===== src/hw/cbccd_pkg.sv =====
// Package for the branch, call and clear slice of the 8-bit core.
// Assumes a single 100 MHz clock and an Avalon-MM register slave at the top.
package cbccd_pkg;

  // ---------------------------------------------------------------
  // Widths and sizes
  // ---------------------------------------------------------------
  localparam int PC_W        = 21;
  localparam int DADDR_W     = 12;
  localparam int STACK_DEPTH = 31;
  localparam int PTR_W       = 5;

  // ---------------------------------------------------------------
  // Instruction phases within one instruction cycle
  // ---------------------------------------------------------------
  typedef enum logic [1:0] {
    CBCCD_Q1,
    CBCCD_Q2,
    CBCCD_Q3,
    CBCCD_Q4
  } cbccd_phase_t;

  // ---------------------------------------------------------------
  // Opcode patterns
  // ---------------------------------------------------------------
  localparam logic [3:0]  OP_BIT_TOGGLE  = 4'h7;    // Bits 15:12.
  localparam logic [7:0]  OP_BR_OVERFLOW = 8'hE4;   // Bits 15:8.
  localparam logic [7:0]  OP_BR_ZERO     = 8'hE0;   // Bits 15:8.
  localparam logic [6:0]  OP_CALL        = 7'h76;   // Bits 15:9.
  localparam logic [3:0]  OP_CALL_WORD2  = 4'hF;    // Bits 15:12 of second word.
  localparam logic [6:0]  OP_CLEAR_FILE  = 7'h35;   // Bits 15:9.
  localparam logic [15:0] OP_CLEAR_WDOG  = 16'h0004;
  localparam logic [15:0] OP_NOP         = 16'h0000;

  // ---------------------------------------------------------------
  // Status bit positions and reset values
  // ---------------------------------------------------------------
  localparam int          ST_ZERO  = 2;
  localparam int          ST_OVF   = 3;
  localparam logic [4:0]  ST_RESET = 5'h00;
  localparam logic [20:0] PC_STEP  = 21'h000002;
  localparam logic [20:0] PC_RESET = 21'h000000;

  // ---------------------------------------------------------------
  // Watchdog counter and postscaler
  // ---------------------------------------------------------------
  localparam logic [7:0] WDT_CNT_MAX  = 8'hFF;
  localparam logic [6:0] WDT_POST_MAX = 7'h7F;

  // ---------------------------------------------------------------
  // Register byte offsets and field positions
  // ---------------------------------------------------------------
  localparam logic [5:0] REG_CTRL   = 6'h00;
  localparam logic [5:0] REG_WORK   = 6'h04;
  localparam logic [5:0] REG_FLAGS  = 6'h08;
  localparam logic [5:0] REG_BANK   = 6'h0C;
  localparam logic [5:0] REG_PCNT   = 6'h10;
  localparam logic [5:0] REG_SHADOW = 6'h14;
  localparam logic [5:0] REG_STACK  = 6'h18;
  localparam logic [5:0] REG_WDOG   = 6'h1C;
  localparam int CTRL_RUN   = 0;
  localparam int SHD_FLAGS  = 8;
  localparam int SHD_BANK   = 16;
  localparam int STK_PTR    = 24;
  localparam int STK_FULL   = 31;
  localparam int WDG_POST   = 8;
  localparam int WDG_PDOWN  = 16;
  localparam int WDG_TOUT   = 17;

endpackage : cbccd_pkg


===== src/hw/cbccd_phase.sv =====
// Four-phase sequencer: one phase per clock while the core runs.
// Assumes run comes from a register on the same clock.
`timescale 1ns/10ps
module cbccd_phase (
  input  wire logic                ref_clk,
  input  wire logic                srst,
  input  wire logic                run,
  output cbccd_pkg::cbccd_phase_t  phase
);

  cbccd_pkg::cbccd_phase_t phase_q;
  cbccd_pkg::cbccd_phase_t phase_d;

  // Advance one phase per enabled clock; a stopped core freezes in place.
  always_comb begin
    phase_d = phase_q;
    if (run) begin
      case (phase_q)
        cbccd_pkg::CBCCD_Q1: phase_d = cbccd_pkg::CBCCD_Q2;
        cbccd_pkg::CBCCD_Q2: phase_d = cbccd_pkg::CBCCD_Q3;
        cbccd_pkg::CBCCD_Q3: phase_d = cbccd_pkg::CBCCD_Q4;
        cbccd_pkg::CBCCD_Q4: phase_d = cbccd_pkg::CBCCD_Q1;
        default:             phase_d = cbccd_pkg::CBCCD_Q1;
      endcase
    end
  end

  // Register the phase.
  always_ff @(posedge ref_clk) begin
    if (srst) begin
      phase_q <= cbccd_pkg::CBCCD_Q1;
    end else begin
      phase_q <= phase_d;
    end
  end

  assign phase = phase_q;

endmodule : cbccd_phase


===== src/hw/cbccd_stack.sv =====
// Hardware return stack, push only; the top entry is visible for reads.
// Assumes push is a one-cycle pulse from logic on the same clock.
`timescale 1ns/10ps
module cbccd_stack (
  input  wire logic        ref_clk,
  input  wire logic        srst,
  input  wire logic        push,
  input  wire logic [20:0] push_data,
  output logic      [20:0] return_stack_top,
  output logic      [4:0]  depth,
  output logic             full
);

  logic [20:0] mem_q [cbccd_pkg::STACK_DEPTH];
  logic [4:0]  ptr_q;
  logic [4:0]  ptr_d;
  logic        full_q;
  logic        full_d;
  logic        wr_en;

  // A push onto a full stack is dropped and leaves a sticky flag, so a
  // runaway call chain cannot overwrite the oldest return address.
  always_comb begin
    ptr_d  = ptr_q;
    full_d = full_q;
    wr_en  = 1'b0;
    if (push) begin
      if (ptr_q < 5'(cbccd_pkg::STACK_DEPTH)) begin
        wr_en = 1'b1;
        ptr_d = ptr_q + 5'h01;
      end else begin
        full_d = 1'b1;
      end
    end
  end

  // Register pointer, flag and storage.
  always_ff @(posedge ref_clk) begin
    if (srst) begin
      ptr_q  <= 5'h00;
      full_q <= 1'b0;
    end else begin
      ptr_q  <= ptr_d;
      full_q <= full_d;
    end
    if (wr_en) begin
      mem_q[ptr_q] <= push_data;
    end
  end

  assign return_stack_top   = (ptr_q == 5'h00) ? 21'h000000 : mem_q[ptr_q - 5'h01];
  assign depth = ptr_q;
  assign full  = full_q;

endmodule : cbccd_stack


===== src/hw/cbccd_top.sv =====
// Decode and execute logic for toggle, relative branches, call, clear and
// watchdog clear, with an Avalon-MM slave for the core's working state.
// Assumes program and data memories on the same clock that answer within
// the cycle in which their address register is presented.
//
// Design decisions made here: the placing of the registers and the Avalon-MM interface to the registers.
`timescale 1ns/10ps

// Contract
// - Bit toggle reads the byte, inverts the selected bit, writes back, flags untouched.
// - Overflow branch goes only when overflow set; one cycle, two when taken.
// - Taken branch target is incremented counter plus twice the signed offset.
// - Zero branch goes only when zero set, same timing, no flag changes.
// - Call is two words: opcode, shadow bit, low target; then ones and high target.
// - Call pushes the address after both call words onto the return stack.
// - Shadow bit set copies work, flags and bank select into their shadows.
// - Call loads the 20-bit target into counter bits 20 to 1.
// - Call takes two cycles: push in third phase, load in fourth, then idle.
// - Clear file writes zero to the register and sets the zero flag.
// - Access bit zero selects access bank; one selects the bank register.
// - Clear watchdog zeroes counter and postscaler, sets timeout and powerdown flags.
module cbccd_top (
  input  wire logic        ref_clk,
  input  wire logic        srst,
  input  wire logic [5:0]  avs_address,
  input  wire logic        avs_read,
  input  wire logic        avs_write,
  input  wire logic [31:0] avs_writedata,
  output logic      [31:0] avs_readdata,
  output logic             avs_waitrequest,
  output logic      [20:0] prog_addr,
  input  wire logic [15:0] prog_word,
  output logic      [11:0] dmem_addr,
  output logic             dmem_rd,
  input  wire logic [7:0]  dmem_rdata,
  output logic             dmem_we,
  output logic      [7:0]  dmem_wdata
);

  // ---------------------------------------------------------------
  // Helpers
  // ---------------------------------------------------------------

  // Twice the signed 8-bit offset, widened to the counter.
  function automatic logic [20:0] rel_offset(input logic [7:0] n);
    rel_offset = {{12{n[7]}}, n, 1'b0};
  endfunction : rel_offset

  // Access bank maps low half to bank 0 and high half to bank 15.
  function automatic logic [11:0] bank_addr(input logic a, input logic [7:0] f,
                                            input logic [3:0] bank_select_reg);
    bank_addr = a ? {bank_select_reg, f} : {{4{f[7]}}, f};
  endfunction : bank_addr

  function automatic logic [7:0] bit_mask(input logic [2:0] b);
    bit_mask = 8'h01 << b;
  endfunction : bit_mask

  // ---------------------------------------------------------------
  // State
  // ---------------------------------------------------------------
  cbccd_pkg::cbccd_phase_t ph;
  logic        run_q,  run_d;
  logic [20:0] pc_q,   pc_d;
  logic [15:0] ir_q,   ir_d;
  logic        flush_q, flush_d;
  logic [7:0]  w_q,    w_d;
  logic [4:0]  st_q,   st_d;
  logic [3:0]  bsr_q,  bsr_d;
  logic [7:0]  ws_q,   ws_d;
  logic [4:0]  ss_q,   ss_d;
  logic [3:0]  bank_select_shadow_q, bank_select_shadow_d;
  logic [7:0]  dat_q,  dat_d;
  logic [11:0] daddr_q, daddr_d;
  logic        rd_q,   rd_d;
  logic        we_q,   we_d;
  logic [7:0]  wdat_q, wdat_d;
  logic [7:0]  wcnt_q, wcnt_d;
  logic [6:0]  wpost_q, wpost_d;
  logic        to_q,   to_d;
  logic        pd_q,   pd_d;
  logic        wait_q, wait_d;
  logic [31:0] rdata_q, rdata_d;
  logic        push;
  logic [20:0] push_data;
  logic [20:0] return_stack_top;
  logic [4:0]  depth;
  logic        stk_full;
  logic        bus_wr;
  logic        is_btg, is_bov, is_bz, is_call, is_clear_file_op, is_clear_watchdog_op;

  // ---------------------------------------------------------------
  // Submodules
  // ---------------------------------------------------------------
  cbccd_phase u_phase (
    .ref_clk (ref_clk),
    .srst    (srst),
    .run     (run_q),
    .phase   (ph)
  );

  cbccd_stack u_stack (
    .ref_clk   (ref_clk),
    .srst      (srst),
    .push      (push),
    .push_data (push_data),
    .return_stack_top       (return_stack_top),
    .depth     (depth),
    .full      (stk_full)
  );

  // ---------------------------------------------------------------
  // Decode
  // ---------------------------------------------------------------

  // A lone second call word decodes as nothing and so runs as a no-op.
  assign is_btg    = ir_q[15:12] == cbccd_pkg::OP_BIT_TOGGLE;
  assign is_bov    = ir_q[15:8] == cbccd_pkg::OP_BR_OVERFLOW;
  assign is_bz     = ir_q[15:8] == cbccd_pkg::OP_BR_ZERO;
  assign is_call   = ir_q[15:9] == cbccd_pkg::OP_CALL;
  assign is_clear_file_op   = ir_q[15:9] == cbccd_pkg::OP_CLEAR_FILE;
  assign is_clear_watchdog_op = ir_q == cbccd_pkg::OP_CLEAR_WDOG;
  assign push_data = pc_q + cbccd_pkg::PC_STEP;

  // ---------------------------------------------------------------
  // Bus slave
  // ---------------------------------------------------------------

  // Every access waits exactly one cycle; the read word is captured on the
  // first cycle so it is stable at the completing edge.
  assign bus_wr = avs_write && !wait_q;

  always_comb begin
    wait_d  = !((avs_read || avs_write) && wait_q);
    rdata_d = rdata_q;
    if ((avs_read || avs_write) && wait_q) begin
      case (avs_address)
        cbccd_pkg::REG_CTRL:   rdata_d = {31'h00000000, run_q};
        cbccd_pkg::REG_WORK:   rdata_d = {24'h000000, w_q};
        cbccd_pkg::REG_FLAGS:  rdata_d = {27'h0000000, st_q};
        cbccd_pkg::REG_BANK:   rdata_d = {28'h0000000, bsr_q};
        cbccd_pkg::REG_PCNT:   rdata_d = {11'h000, pc_q};
        cbccd_pkg::REG_SHADOW: rdata_d = {12'h000, bank_select_shadow_q, 3'h0, ss_q, ws_q};
        cbccd_pkg::REG_STACK:  rdata_d = {stk_full, 2'h0, depth, 3'h0, return_stack_top};
        cbccd_pkg::REG_WDOG:   rdata_d = {14'h0000, to_q, pd_q, 1'h0, wpost_q, wcnt_q};
        default:               rdata_d = 32'h00000000;
      endcase
    end
  end

  always_ff @(posedge ref_clk) begin
    if (srst) begin
      wait_q  <= 1'b1;
      rdata_q <= 32'h00000000;
    end else begin
      wait_q  <= wait_d;
      rdata_q <= rdata_d;
    end
  end

  // ---------------------------------------------------------------
  // Core execution
  // ---------------------------------------------------------------

  // Software writes land first so that the core's own updates win when both
  // touch the same state in one cycle.
  always_comb begin
    run_d   = run_q;
    pc_d    = pc_q;
    ir_d    = ir_q;
    flush_d = flush_q;
    w_d     = w_q;
    st_d    = st_q;
    bsr_d   = bsr_q;
    ws_d    = ws_q;
    ss_d    = ss_q;
    bank_select_shadow_d  = bank_select_shadow_q;
    dat_d   = dat_q;
    daddr_d = daddr_q;
    rd_d    = 1'b0;
    we_d    = 1'b0;
    wdat_d  = wdat_q;
    wcnt_d  = wcnt_q;
    wpost_d = wpost_q;
    to_d    = to_q;
    pd_d    = pd_q;
    push    = 1'b0;
    if (bus_wr) begin
      case (avs_address)
        cbccd_pkg::REG_CTRL:  run_d = avs_writedata[cbccd_pkg::CTRL_RUN];
        cbccd_pkg::REG_WORK:  w_d   = avs_writedata[7:0];
        cbccd_pkg::REG_FLAGS: st_d  = avs_writedata[4:0];
        cbccd_pkg::REG_BANK:  bsr_d = avs_writedata[3:0];
        cbccd_pkg::REG_PCNT:  pc_d  = {avs_writedata[20:1], 1'b0};
        default: ;
      endcase
    end
    // Watchdog ticks once per instruction cycle; a postscaler wrap times out.
    if (run_q && ph == cbccd_pkg::CBCCD_Q4) begin
      wcnt_d = wcnt_q + 8'h01;
      if (wcnt_q == cbccd_pkg::WDT_CNT_MAX) begin
        wpost_d = wpost_q + 7'h01;
        if (wpost_q == cbccd_pkg::WDT_POST_MAX) begin
          to_d = 1'b0;
        end
      end
    end
    if (run_q) begin
      case (ph)
        // Fetch; the idle cycle of a two-cycle op fetches nothing.
        cbccd_pkg::CBCCD_Q1: begin
          if (flush_q) begin
            ir_d = cbccd_pkg::OP_NOP;
          end else begin
            ir_d = prog_word;
            pc_d = pc_q + cbccd_pkg::PC_STEP;
          end
        end
        // Read the file register.
        cbccd_pkg::CBCCD_Q2: begin
          if (is_btg) begin
            rd_d    = 1'b1;
            daddr_d = bank_addr(ir_q[0], ir_q[11:4], bsr_q);
          end else if (is_clear_file_op) begin
            rd_d    = 1'b1;
            daddr_d = bank_addr(ir_q[8], ir_q[7:0], bsr_q);
          end
        end
        // Process: latch read data, push the return address, save shadows.
        cbccd_pkg::CBCCD_Q3: begin
          dat_d = dmem_rdata;
          if (is_call) begin
            push = 1'b1;
            if (ir_q[8]) begin
              ws_d   = w_q;
              ss_d   = st_q;
              bank_select_shadow_d = bsr_q;
            end
          end
          if (is_clear_watchdog_op) begin
            wcnt_d  = 8'h00;
            wpost_d = 7'h00;
            to_d    = 1'b1;
            pd_d    = 1'b1;
          end
        end
        // Write back and redirect the counter.
        cbccd_pkg::CBCCD_Q4: begin
          flush_d = 1'b0;
          if (is_btg) begin
            we_d   = 1'b1;
            wdat_d = dat_q ^ bit_mask(ir_q[3:1]);
          end
          if (is_clear_file_op) begin
            we_d   = 1'b1;
            wdat_d = 8'h00;
            st_d[cbccd_pkg::ST_ZERO] = 1'b1;
          end
          if ((is_bov && st_q[cbccd_pkg::ST_OVF]) ||
              (is_bz && st_q[cbccd_pkg::ST_ZERO])) begin
            pc_d    = pc_q + rel_offset(ir_q[7:0]);
            flush_d = 1'b1;
          end
          if (is_call) begin
            // The second call word sits at the counter during this phase.
            pc_d    = {prog_word[11:0], ir_q[7:0], 1'b0};
            flush_d = 1'b1;
          end
        end
        default: ;
      endcase
    end
  end

  always_ff @(posedge ref_clk) begin
    if (srst) begin
      run_q   <= 1'b0;
      pc_q    <= cbccd_pkg::PC_RESET;
      ir_q    <= cbccd_pkg::OP_NOP;
      flush_q <= 1'b0;
      w_q     <= 8'h00;
      st_q    <= cbccd_pkg::ST_RESET;
      bsr_q   <= 4'h0;
      ws_q    <= 8'h00;
      ss_q    <= 5'h00;
      bank_select_shadow_q  <= 4'h0;
      dat_q   <= 8'h00;
      daddr_q <= 12'h000;
      rd_q    <= 1'b0;
      we_q    <= 1'b0;
      wdat_q  <= 8'h00;
      wcnt_q  <= 8'h00;
      wpost_q <= 7'h00;
      to_q    <= 1'b1;
      pd_q    <= 1'b1;
    end else begin
      run_q   <= run_d;
      pc_q    <= pc_d;
      ir_q    <= ir_d;
      flush_q <= flush_d;
      w_q     <= w_d;
      st_q    <= st_d;
      bsr_q   <= bsr_d;
      ws_q    <= ws_d;
      ss_q    <= ss_d;
      bank_select_shadow_q  <= bank_select_shadow_d;
      dat_q   <= dat_d;
      daddr_q <= daddr_d;
      rd_q    <= rd_d;
      we_q    <= we_d;
      wdat_q  <= wdat_d;
      wcnt_q  <= wcnt_d;
      wpost_q <= wpost_d;
      to_q    <= to_d;
      pd_q    <= pd_d;
    end
  end

  assign avs_readdata    = rdata_q;
  assign avs_waitrequest = wait_q;
  assign prog_addr       = pc_q;
  assign dmem_addr       = daddr_q;
  assign dmem_rd         = rd_q;
  assign dmem_we         = we_q;
  assign dmem_wdata      = wdat_q;
endmodule : cbccd_top


===== config.mk =====
export PLATFORM = sky130hd
export DESIGN_NAME = cbccd_top
export DESIGN_NICKNAME = d
export VERILOG_FILES = /design/src/hw/cbccd_pkg.sv /design/src/hw/cbccd_phase.sv /design/src/hw/cbccd_stack.sv /design/src/hw/cbccd_top.sv
export SDC_FILE = /design/constraint.sdc
export NUM_CORES = 1
export LEC_CHECK = 0
export BUFFER_PORTS_ARGS = -buffer_cell sky130_fd_sc_hd__buf_2
export CELL_PAD_IN_SITES_DETAIL_PLACEMENT = 0
export CELL_PAD_IN_SITES_GLOBAL_PLACEMENT = 1
export CORE_MARGIN = 4
export CORE_UTILIZATION = 52
export DETAILED_ROUTE_END_ITERATION = 12
export PLACE_DENSITY_LB_ADDON = 0.1
export SKIP_CTS_REPAIR_TIMING = 1
export SLEW_MARGIN = 10
export SYNTH_ARGS = -nofsm -noshare
export SYNTH_HDL_FRONTEND = slang
export SYNTH_SLANG_ARGS = --single-unit

===== constraint.sdc =====
create_clock -name ref_clk -period 3.9 [get_ports ref_clk]
set_clock_uncertainty 0.05 [all_clocks]
set_input_delay 0.78 -clock ref_clk [delete_from_list [all_inputs] [get_ports ref_clk]]
set_output_delay 0.78 -clock ref_clk [all_outputs]
set_load 0.01 [all_outputs]

# Word-level counts from Yosys, hierarchy flattened
# Memories as Yosys holds them, arrays and structs flattened.
# Cells that the tools add are included.
[word_totals]
register_bits = 160
n_memories = 1
ram_bits = 651
input_bits = 66
[classes]
n_reduce_logical = 27
mux = 50
bitwise = 5
n_eq_ne = 18
order_cmp = 1
shifts = 1
n_addsub = 6
[memory_table]
columns = ["memory", "words", "word_bits", "rd", "rd_clocked_by_memory_dff", "wr", "line_no", "text"]
rows = [
  ["u_stack.mem_q", 31, 21, 1, 0, 1, "cbccd_stack.sv:14", "logic [20:0] mem_q [cbccd_pkg::STACK_DEPTH];"],
]
[ops]
columns = ["cell", "n"]
rows = [
  ["one-hot mux 32 bit (8 select lines)", 1],
  ["two-way mux 21 bit", 7],
  ["two-way mux 12 bit", 4],
  ["two-way mux 8 bit", 6],
  ["one-hot mux 21 bit (2 select lines)", 1],
  ["two-way mux 7 bit", 5],
  ["== test 6 x 5 -> 1 bit (second input constant)", 4],
  ["== test 8 bit (second input constant)", 3],
  ["two-way mux 1 bit", 22],
  ["adder 21 x 2 -> 21 bit (second input constant)", 1],
  ["adder 21 bit", 1],
  ["AND reduction 2 bit", 9],
  ["== test 16 x 3 -> 1 bit (second input constant)", 1],
  ["two-way mux 16 bit", 1],
  ["== test 7 bit (second input constant)", 2],
  ["== test 6 x 4 -> 1 bit (second input constant)", 2],
  ["adder 8 x 1 -> 8 bit (second input constant)", 1],
  ["one-hot mux 2 bit (4 select lines)", 1],
  ["<< shifter 1 x 3 -> 8 bit (first input constant)", 1],
  ["XOR 8 bit", 1],
  ["adder 7 x 1 -> 7 bit (second input constant)", 1],
  ["== test 7 x 6 -> 1 bit (second input constant)", 1],
  ["== test 6 x 3 -> 1 bit (second input constant)", 1],
  ["logical NOT 6 bit", 1],
  ["other kinds (17)", 30],
]

# Longest topological paths before layout
# Gate-level depths: netlist of the first run.
[depth]
word_depth = 7
mapped_depth = 14
ltp_nobuf = 9

# Modules after synthesis
# A second synthesis of the first run with hierarchy kept.
[unflattened]
hier_cells = 2415
area_unflattened_um2 = 34560.6
[by_module_without_submodules]
columns = ["mod", "instances", "cells_per_inst", "seq_area_each_um2", "area_each_um2"]
rows = [
  ["cbccd_stack", 1, 1317, 19668.9, 25729.7],
  ["cbccd_top", 1, 1087, 2942.8, 8729.6],
  ["cbccd_phase", 1, 11, 40.0, 101.3],
]

# Worst setup path before layout of the first run
# OpenSTA, ideal clock, no wires.
[synth_timing]
kind = "reg-to-reg"
from = "reg u_stack.ptr_q[0] (netlist: u_stack.depth[0])"
to = "reg rdata_q[10] (netlist: avs_readdata[10])"
path_stages_with_launch = 14
arrival_time_ns = 2.627
setup_ns = 0.127
n_path_buf = 5
setup_slack_ns = 1.096
period_less_slack_ns = 2.804
cell_sequence = "dfxtp_1 -> buf_6 -> buf_6 -> inv_2 -> ha_1 -> buf_2 -> buf_2 -> clkbuf_1 -> mux4_2 -> nand2_1 -> nand3_1 -> nand2_1 -> o22ai_1 -> or3_1"
[synth_via]
elab_chain_cells = 4
elab_cells_between_ends = 5
cone_classes = "1 x add/sub; 2 x mux; 1 x reduce/logical; 1 x memory"
[synth_lines]
columns = ["element", "line_no", "text"]
rows = [
  ["start: declaration", "cbccd_stack.sv:15", "logic [4:0] ptr_q;"],
  ["start signal: assignment", "cbccd_stack.sv:43", "ptr_q <= ptr_d;"],
  ["subtractor 5 x 1 -> 5 bit", "cbccd_stack.sv:51", "assign return_stack_top = (ptr_q == 5'h00) ? 21'h000000 : mem_q[ptr_q - 5'h01];"],
  ["memory (31 x 21 bit)", "n/a", ""],
  ["two-way mux 21 bit *", "cbccd_stack.sv:51", ""],
  ["one-hot mux 32 bit (8 select lines) *", "cbccd_top.sv:137", "case (avs_address)"],
  ["end signal: assignment", "cbccd_top.sv:157", "rdata_q <= rdata_d;"],
  ["end: declaration", "cbccd_top.sv:83", "logic [31:0] rdata_q, rdata_d;"],
]
# Every way passes the cells marked *; elsewhere a longest branch is shown, timed or not.
# A chain may end at the register's enable or synchronous reset.

# Worst setup path after layout of the first run
[layout_timing]
from = "reg u_stack.ptr_q[1] (netlist: u_stack.depth[1])"
to = "reg rdata_q[12] (netlist: avs_readdata[12])"
# Same word-level chain as after synthesis.

==> results of run 1 <==
-- placed cells by master (no fill, tap or decap), types with 17 or more instances in the layout --
cell | Yosys | layout
nand3_1 | 73 | 73
nor2_2 | 1 | 32
buf_2 | 29 | 124
o21ai_0 | 35 | 35
buf_4 | 22 | 112
dfxtp_1 | 155 | 154
clkbuf_16 | 0 | 85
xnor2_1 | 33 | 20
nor2_1 | 171 | 140
a22oi_1 | 18 | 18
and3_1 | 17 | 17
a211oi_1 | 27 | 27
nor3b_1 | 18 | 18
nand2_1 | 271 | 271
mux2i_1 | 75 | 75
o21ai_1 | 34 | 34
mux4_2 | 146 | 146
edfxtp_1 | 651 | 651
a21oi_1 | 175 | 175
xor2_1 | 26 | 19
ha_1 | 31 | 30
nor3_1 | 18 | 18
-- per-stage QoR --
step,utilization (%),cells,setup WS [ns],hold WS [ns],instance area (um2)
after floorplan,-,2335,1.096,0.3769,33890
after CTS,60.02,3429,0.6859,0.3096,38690
after global routing,60.02,3429,0.5455,0.3129,38690
after detailed placement,55.85,3284,0.5858,0.4012,36000
after global placement,55.85,3284,0.6307,0.3919,36000
final,60.02,3430,0.6839,0.3392,38690
-- kinds of logic (layout without fill, tap and decap cells) --
kind of cell / count (synthesis) / count (layout) / synth area share (%)
AO/OA/AOI/OAI: 404 / 404 / 7.340
other: 1 / 6 / 0.01107
adder cells (fa/ha/maj): 32 / 32 / 1.204
XOR/XNOR: 61 / 61 / 1.655
AND/OR/NAND/NOR: 644 / 644 / 8.600
flip-flops: 806 / 806 / 66.88
buffers and inverters: 158 / 397 / 2.257
multiplexers: 225 / 225 / 12.06
-- registers in the layout, summed over array words and instances, names as in the netlist, 2 cells and up --
signal,flops
avs_readdata,27
ss_q,5
dat_q,8
u_stack.depth,5
bank_select_shadow_q,4
dmem_addr,12
ir_q,16
u_stack.mem_q,651
bsr_q,4
st_q,5
w_q,8
wpost_q,7
u_phase.phase,2
wcnt_q,8
prog_addr,21
ws_q,8
dmem_wdata,8
-- area by class of cell --
| class | count | area (um2) |
|---|---|---|
| fill | 5069 | 25770 |
| sequential | 806 | 22660 |
| multi-input combinational | 1371 | 10720 |
| clock buffer | 107 | 2273 |
| timing repair buffer | 238 | 1501 |
| tap | 855 | 1070 |
| clock inverter | 38 | 416.7 |
| inverter | 14 | 52.55 |
| antenna | 1 | 2.502 |
-- worst max-delay path by stage --
stage                                 from                to  slack (ns)  depth (start not counted)
final                     u_stack.depth[1]  avs_readdata[12]        0.68                          9
after global routing      u_stack.depth[1]  avs_readdata[10]        0.55                          6
after CTS                 u_stack.depth[1]   avs_readdata[9]        0.69                          6
after detailed placement    avs_address[3]   avs_readdata[9]        0.59                          7
after global placement      avs_address[3]   avs_readdata[9]        0.63                          7
after floorplan           u_stack.depth[0]  avs_readdata[10]        1.10                         13
-- power by group --
part           total [mW]  switching (mW)  leakage, nW  internal (mW)
sequential           9.17         0.00249         7.60           9.17
combinational       0.140           0.100         4.64         0.0400
clock                7.81            3.27         1.31           4.54
-- worst reg2reg max path: stages (launching register included) --
cell and delay (ns):
dfxtp_1 0.54, inv_1 0.19, ha_4 0.69, buf_4 0.42, mux4_2 0.35, nand2_1 0.08
nand3_1 0.09, nand2_1 0.20, o22ai_1 0.15, or3_1 0.35
-- per-layer routing --
layer | global-route usage, % | part of all wire, % | routed length, um
met1 | 34.88 | 42 | 37240
met2 | 42.35 | 49 | 43870
met3 | 3.907 | 5.9 | 5327
met4 | 8.870 | 3.6 | 3185
met5 | 0 | 0 | 0
==> flow_metrics.tcl, run 1 <==
set metrics [dict create \
    worst_path_max_delay_cell "ha_4" \
    dieWidth_um 263.2 \
    cp.arrival_ns 3.67 \
    fin_tns_setup_ns 0 \
    fp-row-count 93 \
    synthArstFlopShare_pct 0 \
    firstDrtPassIters 5 \
    clk_path_buf_depth 3 \
    power_mw 17.12 \
    maxSlewViolCount 0 \
    synth_area_leaders "edfxtp_1 (58%), mux4_2 (9.7%), dfxtp_1 (9.2%)" \
    synth_most_common_cell "edfxtp_1" \
    fin_nets 2612 \
    cp-start-kind "register" \
    wl_per_cell_um 26.13 \
    vias_per_cell 6.076 \
    rr_worst_depth 9 \
    die_h_um 263.2 \
    synth_top_flop_cell "edfxtp_1" \
    synthCells 2331 \
    synth_edf_count 651 \
    critPathBufInv 2 \
    ys_types 76 \
    cp_common_cell "nand2_1" \
    rsz0062_at_grt "no" \
    post-route-min-period_ns 3.216 \
    drc 0 \
    antenna_found_initial 1 \
    finalCritPeriodShare_pct 82.46 \
    grt_pass1_vias 20970 \
    crit_path_max_fanout 41 \
    grt_max_degree 88 \
    hold_viol_final 0 \
    numPortBuffers 125 \
    worstMarginPinSlew_ns 1.015 \
    tritoncts "done" \
    r2r_slack_ns 0.68 \
    min_path_cells 3 \
    path_cells "inv_1, ha_4, buf_4, mux4_2, nand2_1, nand3_1, nand2_1, o22ai_1, or3_1" \
    worstPathRequired_ns 4.35 \
    yosys.area.top_type "edfxtp_1" \
    syn_to_final_growth_pct 14.24 \
    synth_common_cells "edfxtp_1 (651), nand2_1 (271), a21oi_1 (175)" \
    irDropWorstVdd_uv 458.8 \
    drt-initial-drc-count 1905 \
    ant_nets 0 \
    ys_ff_latch 806 \
    core_area_mm2 0.06446 \
    min_to "dat_q[4]" \
    clkTransAtPathRegs_ns 0.06 \
    ys_warn_count 0 \
    hold_class "primary input to register" \
    regToRegStartpoint "u_stack.depth[1]" \
    p_per_area_mw_per_mm2 442.4 \
    synth_top_area_share_pct 57.71 \
    vias 20840 \
    io_pins 142 \
    status "complete, no violations" \
    drt_wl_total_um 89630 \
    clk_latency_ns 0.63 \
    min_from "dmem_rdata[4]" \
    cts-htree-levels 3 \
    setup.worst_path.class "register to register" \
    gr-total-overflow 0 \
    slew_headroom_pct 32.16 \
    max_freq_ghz 0.3109 \
    setup-violations-final 0 \
    cts-root-buf "clkbuf_16" \
    max_cap_viol_count 0 \
    crit_family "simple AND/OR/NAND/NOR gates" \
    seq_area_frac_synth_pct 66.88 \
    reg2reg_to "avs_readdata[12]" \
    die_area_mm2 0.06928 \
    start_util_pct 52.54 \
    clock_sinks 806 \
    syn_avg_cell_area_um2 14.53 \
    grt_pass1_wl_um 133900 \
    leakage_nw 13.54 \
    cp-end-kind "register" \
    crit_path_max_incr_delay_ns 0.69 \
    grt_use_total_pct 25.52 \
    drive_gt1_share_pct 22.14 \
    hpwl_um 58720 \
    gp_congestion 0.8898 \
    syn_area_mm2 0.03387 \
    cts_made_buffers 83 \
]
(Power assumes the default switching activity.)
==> run 2, diff against run 1 <==
--- a/config.mk
+++ b/config.mk
@@ -9,7 +9,7 @@
 export CELL_PAD_IN_SITES_DETAIL_PLACEMENT = 0
 export CELL_PAD_IN_SITES_GLOBAL_PLACEMENT = 1
 export CORE_MARGIN = 4
-export CORE_UTILIZATION = 52
+export CORE_UTILIZATION = 47
 export DETAILED_ROUTE_END_ITERATION = 12
 export PLACE_DENSITY_LB_ADDON = 0.1
 export SKIP_CTS_REPAIR_TIMING = 1
==> constraint.sdc (replaced) <==
create_clock -name ref_clk -period 2.85 [get_ports ref_clk]
set_clock_uncertainty 0.05 [all_clocks]
set_input_delay 0.57 -clock ref_clk [delete_from_list [all_inputs] [get_ports ref_clk]]
set_output_delay 0.57 -clock ref_clk [all_outputs]
set_load 0.01 [all_outputs]
==> run 2 against run 1 <==
Effect of this change: sequential cell count did not move; die area rose by 10%; sequential power rose by 36%; fmax rose by 17%.
==> flow_metrics.tcl, run 2 (same netlist as run 1, synthesis figures left out) <==
set metrics [dict create \
    status "complete, no violations" \
    drive_gt1_share_pct 25.49 \
    gp_congestion 0.8895 \
    final_cell_mix "edfxtp_1 (651), nand2_1 (271), a21oi_1 (175)" \
    die_h_um 276.5 \
    finalNonFillerCells 3629 \
    hold_class "primary input to register" \
    numPlacedInstances 3461 \
    die_area_mm2 0.07642 \
    grt_pass1_vias 21440 \
    firstDrtPassIters 6 \
    maxSlewViolCount 0 \
    crit_family "XOR/XNOR gates" \
    start_util_pct 47.38 \
    gr-total-overflow 0 \
    clk_path_buf_depth 3 \
    mostFrequentLayoutCell "edfxtp_1" \
    fill_cells 5820 \
    grt_max_degree 55 \
    comb_power_share_pct 0.9 \
    grt_pass1_wl_um 138900 \
    cts_made_buffers 87 \
    clock_sinks 806 \
    vias_per_cell 5.816 \
    cp.arrival_ns 3.23 \
    leakage_nw 14.25 \
    io_pins 142 \
    post-route-min-period_ns 2.743 \
    clk_latency_ns 0.64 \
    critPathBufInv 2 \
    dieWidth_um 276.5 \
    placed_area_mm2 0.03719 \
    drc 0 \
    core_area_mm2 0.07149 \
    finalCritPeriodShare_pct 96.23 \
    antenna_found_initial 1 \
    largest_reg_flops 651 \
    crit_path_max_fanout 24 \
    switching_power_mw 4.826 \
    hold_viol_final 0 \
    n_antenna_cell 0 \
    p_per_area_mw_per_mm2 598.9 \
    tritoncts "done" \
    p_sw_share_pct 20.02 \
    setup-violations-final 0 \
    intPower_mw 19.28 \
    cts-htree-levels 3 \
    worstMarginPinSlew_ns 1.278 \
    drt-initial-drc-count 2023 \
    clkPwrFrac_pct 47.1 \
    cp-end-kind "register" \
    ant_nets 0 \
    max_cap_viol_count 0 \
    pwr-share-seq_pct 52.0 \
    hpwl_um 63130 \
    rsz0062_at_grt "no" \
    crit_path_max_incr_delay_ns 0.95 \
    max_freq_ghz 0.3646 \
    fin_nets 2706 \
    fin_tns_setup_ns 0 \
    cts-root-buf "clkbuf_16" \
    stdcell_area_mm2 0.04026 \
    slew_headroom_pct 14.39 \
    path_cells "buf_4, nor3_4, xnor2_2, buf_12, nand2_1, a21oi_1, nor2_1, a221oi_1" \
    drt_wl_total_um 93050 \
    grt_use_total_pct 24.07 \
    irDropWorstVdd_uv 502.5 \
    whs_ns 0.1083 \
    regMostFlops "u_stack.mem_q" \
    numPortBuffers 125 \
    setup.worst_path.class "register to register" \
    clkTransAtPathRegs_ns 0.06 \
    wl_per_cell_um 25.64 \
    syn_to_final_growth_pct 18.85 \
    cp-start-kind "register" \
    fp-row-count 98 \
    power_mw 24.11 \
    worst_path_max_delay_cell "xnor2_2" \
    vias 21110 \
    worstPathRequired_ns 3.34 \
]
==> run 2: cell types whose count changed in the layout (fill, tap and decap cells not counted), moves of 5 or more <==
cell | before | now
buf_4 | 112 | 161
clkbuf_1 | 15 | 9
buf_12 | 2 | 34
clkbuf_16 | 85 | 91
clkbuf_8 | 6 | 1
clkinv_2 | 7 | 18
==> run 2: routing by layer <==
layer / GRT usage [%] / share of wire (%)
met2: 40.53 / 50
met1: 32.42 / 42
met3: 3.867 / 4.8
met5: 0 / 0
met4: 7.602 / 3.3
==> run 2: power groups by stage <==
stage          logic (mW)  registers, mW  clock network, mW
6_report            0.213           12.5               11.4
5_1_grt             0.224           12.5               12.1
2_1_floorplan      0.0882           12.8                  0
3_3_place_gp        0.211           12.8                  0
4_1_cts             0.213           12.5               11.6
3_5_place_dp        0.212           12.8                  0
==> run 2: layout make-up <==
type,instances,area (um2),area share [%]
timing repair buffer,328,2699,6.704
inverter,14,52.55,0.1305
multi-input combinational,1371,10760,26.72
sequential,806,22660,56.28
clock buffer,99,2275,5.650
tap,950,1189,2.953
clock inverter,61,628.1,1.560
==> run 2: final timing paths <==
kind | from | end | slack (ns) | cells after the start
setup / recovery | u_stack.depth[1] | avs_readdata[13] | 0.11 | 8
hold / removal | dmem_rdata[0] | dat_q[0] | 0.11 | 3
setup reg to reg | u_stack.depth[1] | avs_readdata[13] | 0.11 | 8
hold reg to reg | bank_select_shadow_q[0] | bank_select_shadow_q[0] | 0.40 | 2
==> run 2: through the flow <==
step | util (%) | setup slack [ns]
2_1_floorplan | - | 0.04643
3_3_place_gp | 52.03 | 0.04141
3_5_place_dp | 52.03 | 0.03258
4_1_cts | 56.09 | -0.01076
5_1_grt | 56.32 | 0.007146
6_report | 56.32 | 0.1074
==> run 2: worst reg2reg max path, stage by stage (launching register included) <==
cell and delay [ns]:
dfxtp_1 0.33, buf_4 0.17, nor3_4 0.06, xnor2_2 0.96, buf_12 0.30, nand2_1 0.10, a21oi_1 0.25, nor2_1 0.16
a221oi_1 0.26
